[config.mk]
export PLATFORM = sky130hd
export DESIGN_NAME = modem_command_data_mode_ctrl
export DESIGN_NICKNAME = d
export VERILOG_FILES = /design/src/logic/modem_ctrl_pkg.sv /design/src/logic/modem_command_data_mode_ctrl.sv
export VERILOG_INCLUDE_DIRS = /design/src /design/src/logic
export SDC_FILE = /design/constraint.sdc
export NUM_CORES = 1
export LEC_CHECK = 0
export BUFFER_PORTS_ARGS = -buffer_cell sky130_fd_sc_hd__clkbuf_2
export CAP_MARGIN = 0
export CORE_MARGIN = 2
export CORE_UTILIZATION = 58
export CTS_CLUSTER_SIZE = 28
export DETAILED_ROUTE_END_ITERATION = 12
export PLACE_DENSITY = 0.8
export REMOVE_ABC_BUFFERS = 1
export SYNTH_ARGS = -nofsm -noshare
export SYNTH_HDL_FRONTEND = slang
export SYNTH_SLANG_ARGS = --single-unit
[constraint.sdc]
create_clock -name clock -period 4 [get_ports clock]
set_input_delay 0.2 -clock clock [delete_from_list [all_inputs] [get_ports clock]]
set_output_delay 0.2 -clock clock [all_outputs]
set_load 0.01 [all_outputs]
[src/logic/modem_ctrl_params.svh]
/*
  Constants of the modem command and data mode controller.
  Assumes a 200 MHz controller clock.
*/
`ifndef MODEM_CTRL_PARAMS_SVH
`define MODEM_CTRL_PARAMS_SVH
`define CLK_HZ 200000000
`define HOST_BAUD 19200
`define BIT_CYC (`CLK_HZ / `HOST_BAUD)
`define POLL_MS 20
`define POLL_CYC (`CLK_HZ / 1000 * `POLL_MS)
`define A_RING 4'h0
`define A_GAIN 4'h4
`define A_STAT 4'h8
`define RING_RST 8'h00
`define GAIN_RST 8'h00
`define RESP_OKAY 2'h0
`define RESP_SLVERR 2'h2
`define CH_A 8'h41
`define CH_T 8'h54
`define CH_D 8'h44
`define CH_H 8'h48
`define CH_O 8'h4F
`define CH_CR 8'h0D
`define CH_PLUS 8'h2B
`define CTS_LIMIT 3'h2
`endif

[src/logic/modem_ctrl_pkg.sv]
/*
  Types of the modem command and data mode controller.
  Assumes nothing beyond a SystemVerilog compiler.
*/
package modem_ctrl_pkg;
  // Gray along command, configure, dial, tone, negotiate, data, on-line.
  typedef enum logic [2:0] {
    M_CMD = 3'h0, M_CFG = 3'h1, M_DIAL = 3'h3, M_CPT = 3'h2,
    M_NEG = 3'h6, M_DATA = 3'h7, M_ONL = 3'h5
  } mode_t;
  typedef enum logic [1:0] {
    P_A = 2'h0, P_T = 2'h1, P_CMD = 2'h3, P_CR = 2'h2
  } parse_t;
  typedef enum logic [1:0] {
    STEP_DIAL = 2'h0, STEP_CPT = 2'h1, STEP_NEG = 2'h3
  } step_t;
  // Settings captured for the line device when a call starts.
  typedef struct packed {
    logic [7:0] tx_gain;
    logic answer;
  } dev_cfg_t;
endpackage

[src/logic/modem_command_data_mode_ctrl.sv]
/*
  Modem controller: host serial link, command parser, call sequencing,
  ring polling, data forwarding with escape detection, AXI4-Lite slave.
  Assumes the line device logic runs on the same clock and answers its
  step, status and data handshakes synchronously.
*/
`timescale 1ns/1ps
`default_nettype none
`include "modem_ctrl_params.svh"
module modem_command_data_mode_ctrl
  import modem_ctrl_pkg::*;
#(
  parameter int BIT_CYCLES = `BIT_CYC,
  parameter int POLL_CYCLES = `POLL_CYC
)(
  input wire logic clock,
  input wire logic sys_rst,
  input wire logic host_rxd,
  output logic host_txd,
  input wire logic host_rts,
  output logic host_cts,
  output logic line_tx_valid,
  input wire logic line_tx_ready,
  output logic [7:0] line_tx_data,
  input wire logic line_rx_valid,
  output logic line_rx_ready,
  input wire logic [7:0] line_rx_data,
  output logic step_go,
  output step_t step_sel,
  output logic step_abort,
  input wire logic step_done,
  input wire logic step_fail,
  output logic cfg_wr,
  output dev_cfg_t cfg,
  output logic stat_rd,
  input wire logic stat_ring,
  output logic off_hook,
  input wire logic [3:0] s_awaddr,
  input wire logic s_awvalid,
  output logic s_awready,
  input wire logic [31:0] s_wdata,
  input wire logic [3:0] s_wstrb,
  input wire logic s_wvalid,
  output logic s_wready,
  output logic [1:0] s_bresp,
  output logic s_bvalid,
  input wire logic s_bready,
  input wire logic [3:0] s_araddr,
  input wire logic s_arvalid,
  output logic s_arready,
  output logic [31:0] s_rdata,
  output logic [1:0] s_rresp,
  output logic s_rvalid,
  input wire logic s_rready
);
  localparam logic [15:0] BIT_W = 16'(BIT_CYCLES);
  localparam logic [22:0] POLL_W = 23'(POLL_CYCLES);
  logic [1:0] rxd_s_r, rts_s_r;
  logic rx_busy_r, rx_busy_nxt, tx_busy_r, tx_busy_nxt;
  logic [15:0] rx_cnt_r, rx_cnt_nxt, tx_cnt_r, tx_cnt_nxt;
  logic [3:0] rx_bit_r, rx_bit_nxt, tx_bit_r, tx_bit_nxt;
  logic [7:0] rx_sh_r, rx_sh_nxt;
  logic [9:0] tx_sh_r, tx_sh_nxt;
  logic [7:0] fifo_r [4];
  logic [1:0] wp_r, wp_nxt, rp_r, rp_nxt;
  logic [2:0] cnt_r, cnt_nxt;
  logic push, pop, cts_r;
  logic [7:0] ch;
  mode_t mode_r, mode_nxt;
  parse_t parse_r, parse_nxt;
  logic [7:0] cmd_r, cmd_nxt, ring_set_r, gain_r, rings_r, rings_nxt;
  logic [1:0] plus_r, plus_nxt;
  logic [22:0] poll_r, poll_nxt;
  logic ring_seen_r, ring_seen_nxt, hook_r, hook_nxt, exec;
  logic go_r, go_nxt, abort_r, abort_nxt, wr_r, wr_nxt, rd_r, rd_nxt;
  step_t sel_r, sel_nxt;
  dev_cfg_t cfg_r, cfg_nxt;
  logic aw_r, w_r, bv_r, rv_r;
  logic [3:0] awa_r;
  logic [31:0] wd_r, rdat_r;
  logic [1:0] bresp_r, rresp_r;

  // Pins from the host are foreign to this clock; two stages first.
  always_ff @(posedge clock)
  begin
    if (sys_rst)
    begin
      rxd_s_r <= 2'h3;
      rts_s_r <= 2'h0;
    end
    else
    begin
      rxd_s_r <= {rxd_s_r[0], host_rxd};
      rts_s_r <= {rts_s_r[0], host_rts};
    end
  end

  // Host link, 8N1: receiver samples mid-bit, transmitter only in data mode.
  assign ch = fifo_r[rp_r];
  assign pop = (cnt_r != 3'h0) && (mode_r != M_DATA || line_tx_ready);
  assign line_tx_valid = (mode_r == M_DATA) && (cnt_r != 3'h0);
  assign line_tx_data = ch;
  assign line_rx_ready = (mode_r == M_DATA) && !tx_busy_r;
  always_comb
  begin
    rx_busy_nxt = rx_busy_r;
    rx_cnt_nxt = rx_cnt_r;
    rx_bit_nxt = rx_bit_r;
    rx_sh_nxt = rx_sh_r;
    push = 1'b0;
    tx_busy_nxt = tx_busy_r;
    tx_cnt_nxt = tx_cnt_r;
    tx_bit_nxt = tx_bit_r;
    tx_sh_nxt = tx_sh_r;
    if (!rx_busy_r)
    begin
      if (!rxd_s_r[1])
      begin
        rx_busy_nxt = 1'b1;
        rx_cnt_nxt = {1'b0, BIT_W[15:1]};
        rx_bit_nxt = 4'h0;
      end
    end
    else if (rx_cnt_r != 16'h0)
      rx_cnt_nxt = rx_cnt_r - 16'h1;
    else
    begin
      rx_cnt_nxt = BIT_W - 16'h1;
      rx_bit_nxt = rx_bit_r + 4'h1;
      if (rx_bit_r == 4'h0 && rxd_s_r[1])
        rx_busy_nxt = 1'b0; // A glitch, not a start bit.
      else if (rx_bit_r == 4'h9)
      begin
        rx_busy_nxt = 1'b0;
        push = rxd_s_r[1];
      end
      else if (rx_bit_r != 4'h0)
        rx_sh_nxt = {rxd_s_r[1], rx_sh_r[7:1]};
    end
    if (!tx_busy_r)
    begin
      if (line_rx_valid && line_rx_ready)
      begin
        tx_busy_nxt = 1'b1;
        tx_sh_nxt = {1'b1, line_rx_data, 1'b0};
        tx_cnt_nxt = BIT_W - 16'h1;
        tx_bit_nxt = 4'h0;
      end
    end
    else if (tx_cnt_r != 16'h0)
      tx_cnt_nxt = tx_cnt_r - 16'h1;
    else
    begin
      tx_cnt_nxt = BIT_W - 16'h1;
      tx_sh_nxt = {1'b1, tx_sh_r[9:1]};
      tx_bit_nxt = tx_bit_r + 4'h1;
      tx_busy_nxt = (tx_bit_r != 4'h9);
    end
    wp_nxt = wp_r + 2'(push && cnt_r != 3'h4);
    rp_nxt = rp_r + 2'(pop);
    cnt_nxt = cnt_r + 3'(push && cnt_r != 3'h4) - 3'(pop);
  end

  // Clear-to-send leaves room for a character already in flight.
  always_ff @(posedge clock)
  begin
    if (sys_rst)
    begin
      rx_busy_r <= 1'b0;
      rx_cnt_r <= 16'h0;
      rx_bit_r <= 4'h0;
      rx_sh_r <= 8'h00;
      tx_busy_r <= 1'b0;
      tx_cnt_r <= 16'h0;
      tx_bit_r <= 4'h0;
      tx_sh_r <= 10'h3FF;
      wp_r <= 2'h0;
      rp_r <= 2'h0;
      cnt_r <= 3'h0;
      cts_r <= 1'b0;
    end
    else
    begin
      rx_busy_r <= rx_busy_nxt;
      rx_cnt_r <= rx_cnt_nxt;
      rx_bit_r <= rx_bit_nxt;
      rx_sh_r <= rx_sh_nxt;
      tx_busy_r <= tx_busy_nxt;
      tx_cnt_r <= tx_cnt_nxt;
      tx_bit_r <= tx_bit_nxt;
      tx_sh_r <= tx_sh_nxt;
      wp_r <= wp_nxt;
      rp_r <= rp_nxt;
      cnt_r <= cnt_nxt;
      cts_r <= rts_s_r[1] && (cnt_nxt < `CTS_LIMIT);
    end
  end

  // The array has no reset; it is only read below the count.
  always_ff @(posedge clock)
  begin
    if (push && cnt_r != 3'h4)
      fifo_r[wp_r] <= rx_sh_r;
  end

  assign host_txd = tx_sh_r[0];
  assign host_cts = cts_r;

  // Command parser and call sequencing.
  always_comb
  begin
    mode_nxt = mode_r;
    parse_nxt = parse_r;
    cmd_nxt = cmd_r;
    plus_nxt = plus_r;
    hook_nxt = hook_r;
    cfg_nxt = cfg_r;
    sel_nxt = sel_r;
    go_nxt = 1'b0;
    abort_nxt = 1'b0;
    wr_nxt = 1'b0;
    rd_nxt = 1'b0;
    exec = 1'b0;
    rings_nxt = rings_r;
    ring_seen_nxt = ring_seen_r;
    poll_nxt = poll_r;
    if (pop && (mode_r == M_CMD || mode_r == M_ONL))
    begin
      case (parse_r)
        P_A: parse_nxt = (ch == `CH_A) ? P_T : P_A;
        P_T: parse_nxt = (ch == `CH_T) ? P_CMD : P_A;
        P_CMD:
        begin
          cmd_nxt = ch;
          parse_nxt = P_CR;
        end
        default:
        begin
          exec = (ch == `CH_CR);
          parse_nxt = exec ? P_A : P_CR;
        end
      endcase
    end
    if (mode_r != M_CMD)
    begin
      rings_nxt = 8'h00;
      ring_seen_nxt = 1'b0;
      poll_nxt = POLL_W - 23'h1;
    end
    else if (ring_set_r != 8'h00)
    begin
      poll_nxt = (poll_r == 23'h0) ? POLL_W - 23'h1 : poll_r - 23'h1;
      rd_nxt = (poll_r == 23'h0);
    end
    if (rd_r)
    begin
      ring_seen_nxt = stat_ring;
      if (stat_ring && !ring_seen_r)
        rings_nxt = rings_r + 8'h01;
    end
    case (mode_r)
      M_CMD:
      begin
        if (exec && (cmd_r == `CH_D || cmd_r == `CH_A))
        begin
          mode_nxt = M_CFG;
          cfg_nxt = '{tx_gain: gain_r, answer: cmd_r == `CH_A};
        end
        else if (exec && cmd_r == `CH_H)
          hook_nxt = 1'b0;
        else if (rd_r && stat_ring && !ring_seen_r
                 && rings_r + 8'h01 == ring_set_r)
        begin
          mode_nxt = M_CFG;
          cfg_nxt = '{tx_gain: gain_r, answer: 1'b1};
        end
      end
      M_CFG:
      begin
        wr_nxt = 1'b1;
        go_nxt = 1'b1;
        sel_nxt = STEP_DIAL;
        hook_nxt = 1'b1;
        mode_nxt = M_DIAL;
      end
      M_DIAL, M_CPT, M_NEG:
      begin
        if (mode_r == M_NEG && pop)
        begin
          abort_nxt = 1'b1;
          hook_nxt = 1'b0;
          mode_nxt = M_CMD;
        end
        else if (step_done && step_fail)
        begin
          hook_nxt = 1'b0;
          mode_nxt = M_CMD;
        end
        else if (step_done)
        begin
          go_nxt = (mode_r != M_NEG);
          sel_nxt = (mode_r == M_DIAL) ? STEP_CPT : STEP_NEG;
          mode_nxt = (mode_r == M_DIAL) ? M_CPT
                   : (mode_r == M_CPT) ? M_NEG : M_DATA;
          plus_nxt = 2'h0;
        end
      end
      M_DATA:
      begin
        if (pop)
        begin
          plus_nxt = (ch == `CH_PLUS) ? plus_r + 2'h1 : 2'h0;
          if (ch == `CH_PLUS && plus_r == 2'h2)
          begin
            mode_nxt = M_ONL;
            plus_nxt = 2'h0;
          end
        end
      end
      M_ONL:
      begin
        if (exec && cmd_r == `CH_H)
        begin
          hook_nxt = 1'b0;
          mode_nxt = M_CMD;
        end
        else if (exec && cmd_r == `CH_O)
          mode_nxt = M_DATA;
      end
      default: mode_nxt = M_CMD;
    endcase
  end

  always_ff @(posedge clock)
  begin
    if (sys_rst)
    begin
      mode_r <= M_CMD;
      parse_r <= P_A;
      cmd_r <= 8'h00;
      plus_r <= 2'h0;
      hook_r <= 1'b0;
      cfg_r <= '0;
      sel_r <= STEP_DIAL;
      go_r <= 1'b0;
      abort_r <= 1'b0;
      wr_r <= 1'b0;
      rd_r <= 1'b0;
      rings_r <= 8'h00;
      ring_seen_r <= 1'b0;
      poll_r <= 23'h0;
    end
    else
    begin
      mode_r <= mode_nxt;
      parse_r <= parse_nxt;
      cmd_r <= cmd_nxt;
      plus_r <= plus_nxt;
      hook_r <= hook_nxt;
      cfg_r <= cfg_nxt;
      sel_r <= sel_nxt;
      go_r <= go_nxt;
      abort_r <= abort_nxt;
      wr_r <= wr_nxt;
      rd_r <= rd_nxt;
      rings_r <= rings_nxt;
      ring_seen_r <= ring_seen_nxt;
      poll_r <= poll_nxt;
    end
  end

  assign step_go = go_r;
  assign step_sel = sel_r;
  assign step_abort = abort_r;
  assign cfg_wr = wr_r;
  assign cfg = cfg_r;
  assign stat_rd = rd_r;
  assign off_hook = hook_r;

  // AXI4-Lite slave; address and data are latched in either order.
  always_ff @(posedge clock)
  begin
    if (sys_rst)
    begin
      aw_r <= 1'b0;
      w_r <= 1'b0;
      awa_r <= 4'h0;
      wd_r <= 32'h0;
      bv_r <= 1'b0;
      bresp_r <= `RESP_OKAY;
      rv_r <= 1'b0;
      rdat_r <= 32'h0;
      rresp_r <= `RESP_OKAY;
      ring_set_r <= `RING_RST;
      gain_r <= `GAIN_RST;
    end
    else
    begin
      if (s_awvalid && s_awready)
      begin
        aw_r <= 1'b1;
        awa_r <= s_awaddr;
      end
      if (s_wvalid && s_wready)
      begin
        w_r <= 1'b1;
        // A disabled low lane leaves the upper bits set so nothing is stored.
        wd_r <= (s_wstrb[0]) ? s_wdata : 32'hFFFFFFFF;
      end
      if (aw_r && w_r && !bv_r)
      begin
        aw_r <= 1'b0;
        w_r <= 1'b0;
        bv_r <= 1'b1;
        bresp_r <= (awa_r == `A_RING || awa_r == `A_GAIN)
                   ? `RESP_OKAY : `RESP_SLVERR;
        if (awa_r == `A_RING && wd_r[31:8] == 24'h0)
          ring_set_r <= wd_r[7:0];
        if (awa_r == `A_GAIN && wd_r[31:8] == 24'h0)
          gain_r <= wd_r[7:0];
      end
      else if (bv_r && s_bready)
        bv_r <= 1'b0;
      if (s_arvalid && s_arready)
      begin
        rv_r <= 1'b1;
        rresp_r <= (s_araddr == `A_STAT || s_araddr == `A_RING
                    || s_araddr == `A_GAIN) ? `RESP_OKAY : `RESP_SLVERR;
        rdat_r <= (s_araddr == `A_RING) ? {24'h0, ring_set_r}
                : (s_araddr == `A_GAIN) ? {24'h0, gain_r}
                : (s_araddr == `A_STAT)
                  ? {16'h0, rings_r, 3'h0, hook_r, 1'b0, mode_r} : 32'h0;
      end
      else if (rv_r && s_rready)
        rv_r <= 1'b0;
    end
  end

  assign s_awready = !aw_r;
  assign s_wready = !w_r;
  assign s_bvalid = bv_r;
  assign s_bresp = bresp_r;
  assign s_arready = !rv_r;
  assign s_rvalid = rv_r;
  assign s_rdata = rdat_r;
  assign s_rresp = rresp_r;
endmodule
`default_nettype wire

==> impl_metrics.env <==
export IMPL_netlist_instances=1202
export IMPL_io_buffers=113
export IMPL_fp_dieW_um=142
export IMPL_nNetsFinal=1410
export IMPL_final_area_mm2=0.0128
export IMPL_yosys_area_top_type_share=0.377
export IMPL_routedWlPerCell_um=15.6
export IMPL_cts_made_buffers=25
export IMPL_maxCapViolCount=0
export IMPL_setup_tns_ps=0
export IMPL_critPathKind="flop to flop"
export IMPL_status="complete, no violations"
export IMPL_yosys_top_cells_area="dfxtp_1 (38%), edfxtp_1 (8.7%), nor2_1 (5.8%)"
export IMPL_hpwlAfterDp_mm=16.2
export IMPL_worstHoldPathType="input port to flop"
export IMPL_worstSetupStartpointType="flop"
export IMPL_setup_violations=0
export IMPL_drv_slew=0
export IMPL_h_tree_depth=1
export IMPL_crit_path_end_kind="flop"
export IMPL_grt_pass1_vias=8396
export IMPL_cpPeakStageDelay_ps=440
export IMPL_crit_slowest_cell="or3_4"
export IMPL_p_leak_nw=5.02
export IMPL_crit_path_max_fanout=7
export IMPL_die_h_um=142
export IMPL_wirelength_mm=24.6
export IMPL_hold_violations=0
export IMPL_grt_usage=0.241
export IMPL_top_level_ports=135
export IMPL_post_route_cells_drive_above_1_share=0.155
export IMPL_worstMarginPinSlew_ps=880
export IMPL_cts_buffer_depth=3
export IMPL_synth_seq_cells=240
export IMPL_clock_latency_ps=520
export IMPL_vdd_ir_drop_max_mv=0.303
export IMPL_final_antenna_net_count=0
export IMPL_diodes=0
export IMPL_cts_clk_slew_worst_paths_ps=60
export IMPL_grt_max_degree=99
export IMPL_postSynth_asyncResetShare=0
export IMPL_syn_area_mm2=0.0110
export IMPL_skew_ps=16.2
export IMPL_post_synth_top_area_cell="dfxtp_1"
export IMPL_crit_family="simple AND/OR/NAND/NOR gates"
export IMPL_power_mw=5.60
export IMPL_die_area_mm2=0.0202
export IMPL_cts_sinks=240
export IMPL_crit_buf_inv=1
export IMPL_place_gp_congestion=0.887
export IMPL_synth_edf_count=32
export IMPL_seq_area_frac_synth=0.464
export IMPL_post_cts_setup_buffer_count=0
export IMPL_max_freq_ghz=0.297
export IMPL_fin_crit_ps=3370
export IMPL_yosys_most_used_dff="dfxtp_1"
export IMPL_drt_iter0_drc=640
export IMPL_min_period_over_period=0.842
export IMPL_initial_core_util=0.590
export IMPL_synth_distinct_cells=81
export IMPL_place_inst=1488
export IMPL_route_detailed_drc=0
export IMPL_cts_root_buf="clkbuf_16"
export IMPL_power_density_mw_per_mm2=438
export IMPL_ys_warn_count=0
export IMPL_rsz0062_at_grt="no"
export IMPL_final_instance_count_excl_fill=1575
export IMPL_syn_mean_instance_area_um2=9.19
export IMPL_relSlewSlack=0.413
export IMPL_cts_tree="yes"
export IMPL_grt_overflow_total=0
export IMPL_viasPerCell=5.71
export IMPL_placed_cell_area_mm2=0.0116
export IMPL_antenna_found_initial=0
export IMPL_first_pass_iters=5
export IMPL_rows=50
export IMPL_grt_pass1_wl_mm=40.3
export IMPL_area_growth_syn_to_layout_pct=16.0
export IMPL_critical_path_required_ps=4470
export IMPL_vias=8987
export IMPL_cp_arrival_ps=3830
export IMPL_cp_cell_sequence="or3_4 > nor3_4 > and4_1 > nand2_1 > nor3_1 > nand4_1 > ha_1 > inv_1 > ha_1 > fa_1 > xnor2_1 > xnor2_1 > and3_1"
export IMPL_fp_coreArea_mm2=0.0187
synthesized netlist by cell type (all sizes together), types with 3 or more instances:
cell     instances
nand4            8
buf             36
and4b            3
o21a             5
xor2            12
nor3            49
a221oi           5
ha              17
or4              7
or2              7
and3            11
xnor2           27
o2111ai          3
nand2           76
and2             8
a22oi           14
a311oi          50
nand2b          22
inv             60
o22ai            3
edfxtp          32
mux4             6
a21oi           73
mux2i           55
clkbuf          50
or3             13
a31oi            8
nand3b           5
nor3b            4
a211oi           5
nor4b            5
o21ai           50
nand3           29
nor2b           18
dfxtp          208
nor2           172
nor4            20
tightest hold or removal path: cells and delay by family:
family	cells	cell delay [ps]
buffers and inverters	1	80
multiplexers	1	50
AO/OA/AOI/OAI	1	70
AND/OR/NAND/NOR	2	130
report_power, final:
part / leakage (nW) / switching [mW] / internal (mW)
logic: 2.64 / 0.431 / 0.339
registers: 1.99 / 0.0982 / 2.51
clock network: 0.389 / 0.919 / 1.30
total: 5.02 / 1.45 / 4.16
registers in the layout (all words and copies together), names as in the netlist, 8 cells and up:
| register | cells |
|---|---|
| fifo_r | 32 |
| wd_r | 32 |
| poll_r | 23 |
| rx_cnt_r | 16 |
| s_rdata | 16 |
| tx_cnt_r | 16 |
| cfg | 9 |
| tx_sh_r | 9 |
| cmd_r | 8 |
| gain_r | 8 |
| ring_set_r | 8 |
| rings_r | 8 |
| rx_sh_r | 8 |
metal layers:
layer,vias up,part of all wire,track usage
li1,4470,-,-
met1,4193,0.44,0.315
met2,268,0.47,0.408
met3,56,0.049,0.0347
met4,0,0.034,0.0932
met5,-,0,0
cells in the final DEF, fill, tap and decap left out, drive strengths merged, types with 17 or more instances in the layout:
cell type / synthesis / routed
a21oi: 73 / 73
a311oi: 50 / 50
clkbuf: 50 / 146
conb: 1 / 18
dfxtp: 208 / 208
dlygate4sd3: 0 / 45
edfxtp: 32 / 32
ha: 17 / 17
inv: 60 / 61
mux2i: 55 / 55
nand2: 76 / 76
nand2b: 22 / 22
nand3: 29 / 29
nor2: 172 / 172
nor2b: 18 / 18
nor3: 49 / 49
nor4: 20 / 20
o21ai: 50 / 50
xnor2: 27 / 27
final cells by class:
class                   count  area, um2
well taps                 234        293
clock inverters             8       71.3
fillers                  1447       5900
flip-flops and latches    240       5120
clock buffers              34        712
multi-input cells         832       5280
repair buffers            167       1100
inverters                  60        225
through the flow:
stage | utilization | hold slack [ps] | setup WS (ps)
after CTS | 0.684 | 24.7 | 605
after floorplan | - | 266 | 685
final | 0.684 | 38.1 | 631
after detailed placement | 0.619 | 388 | 603
after global routing | 0.684 | 60.4 | 295
after global placement | 0.619 | 387 | 727
worst paths after layout:
kind	startpoint	slack, ps	cells past startpoint	end
worst max-delay path	rx_cnt_r[3]$_SDFFE_PP0P_	630	13	host_cts$_SDFF_PP0_
worst min-delay path	line_rx_data[1]	40	5	tx_sh_r[2]$_SDFFE_PP1P_
worst min register to register	rxd_s_r[0]$_SDFF_PP1_	410	1	rxd_s_r[1]$_SDFF_PP1_
worst max register to register	rx_cnt_r[3]$_SDFFE_PP0P_	630	13	host_cts$_SDFF_PP0_
logic make-up (layout without fill, tap and decap cells):
group,Yosys count,after routing,synth area share
other,1,18,0.000340
buffers and inverters,147,269,0.0646
adder cells (fa/ha/maj),18,18,0.0211
multiplexers,62,62,0.0638
XOR/XNOR,39,39,0.0309
AND/OR/NAND/NOR,464,464,0.216
AO/OA/AOI/OAI,231,231,0.139
flip-flops,240,240,0.464
what timing repair did:
| item | CTS | global route |
|---|---|---|
| resized for setup | 0 | 0 |
| hold buffers | 45 | 0 |
| hold endpoints to repair | 44 | 0 |
Power figures use the tool's default switching activity.
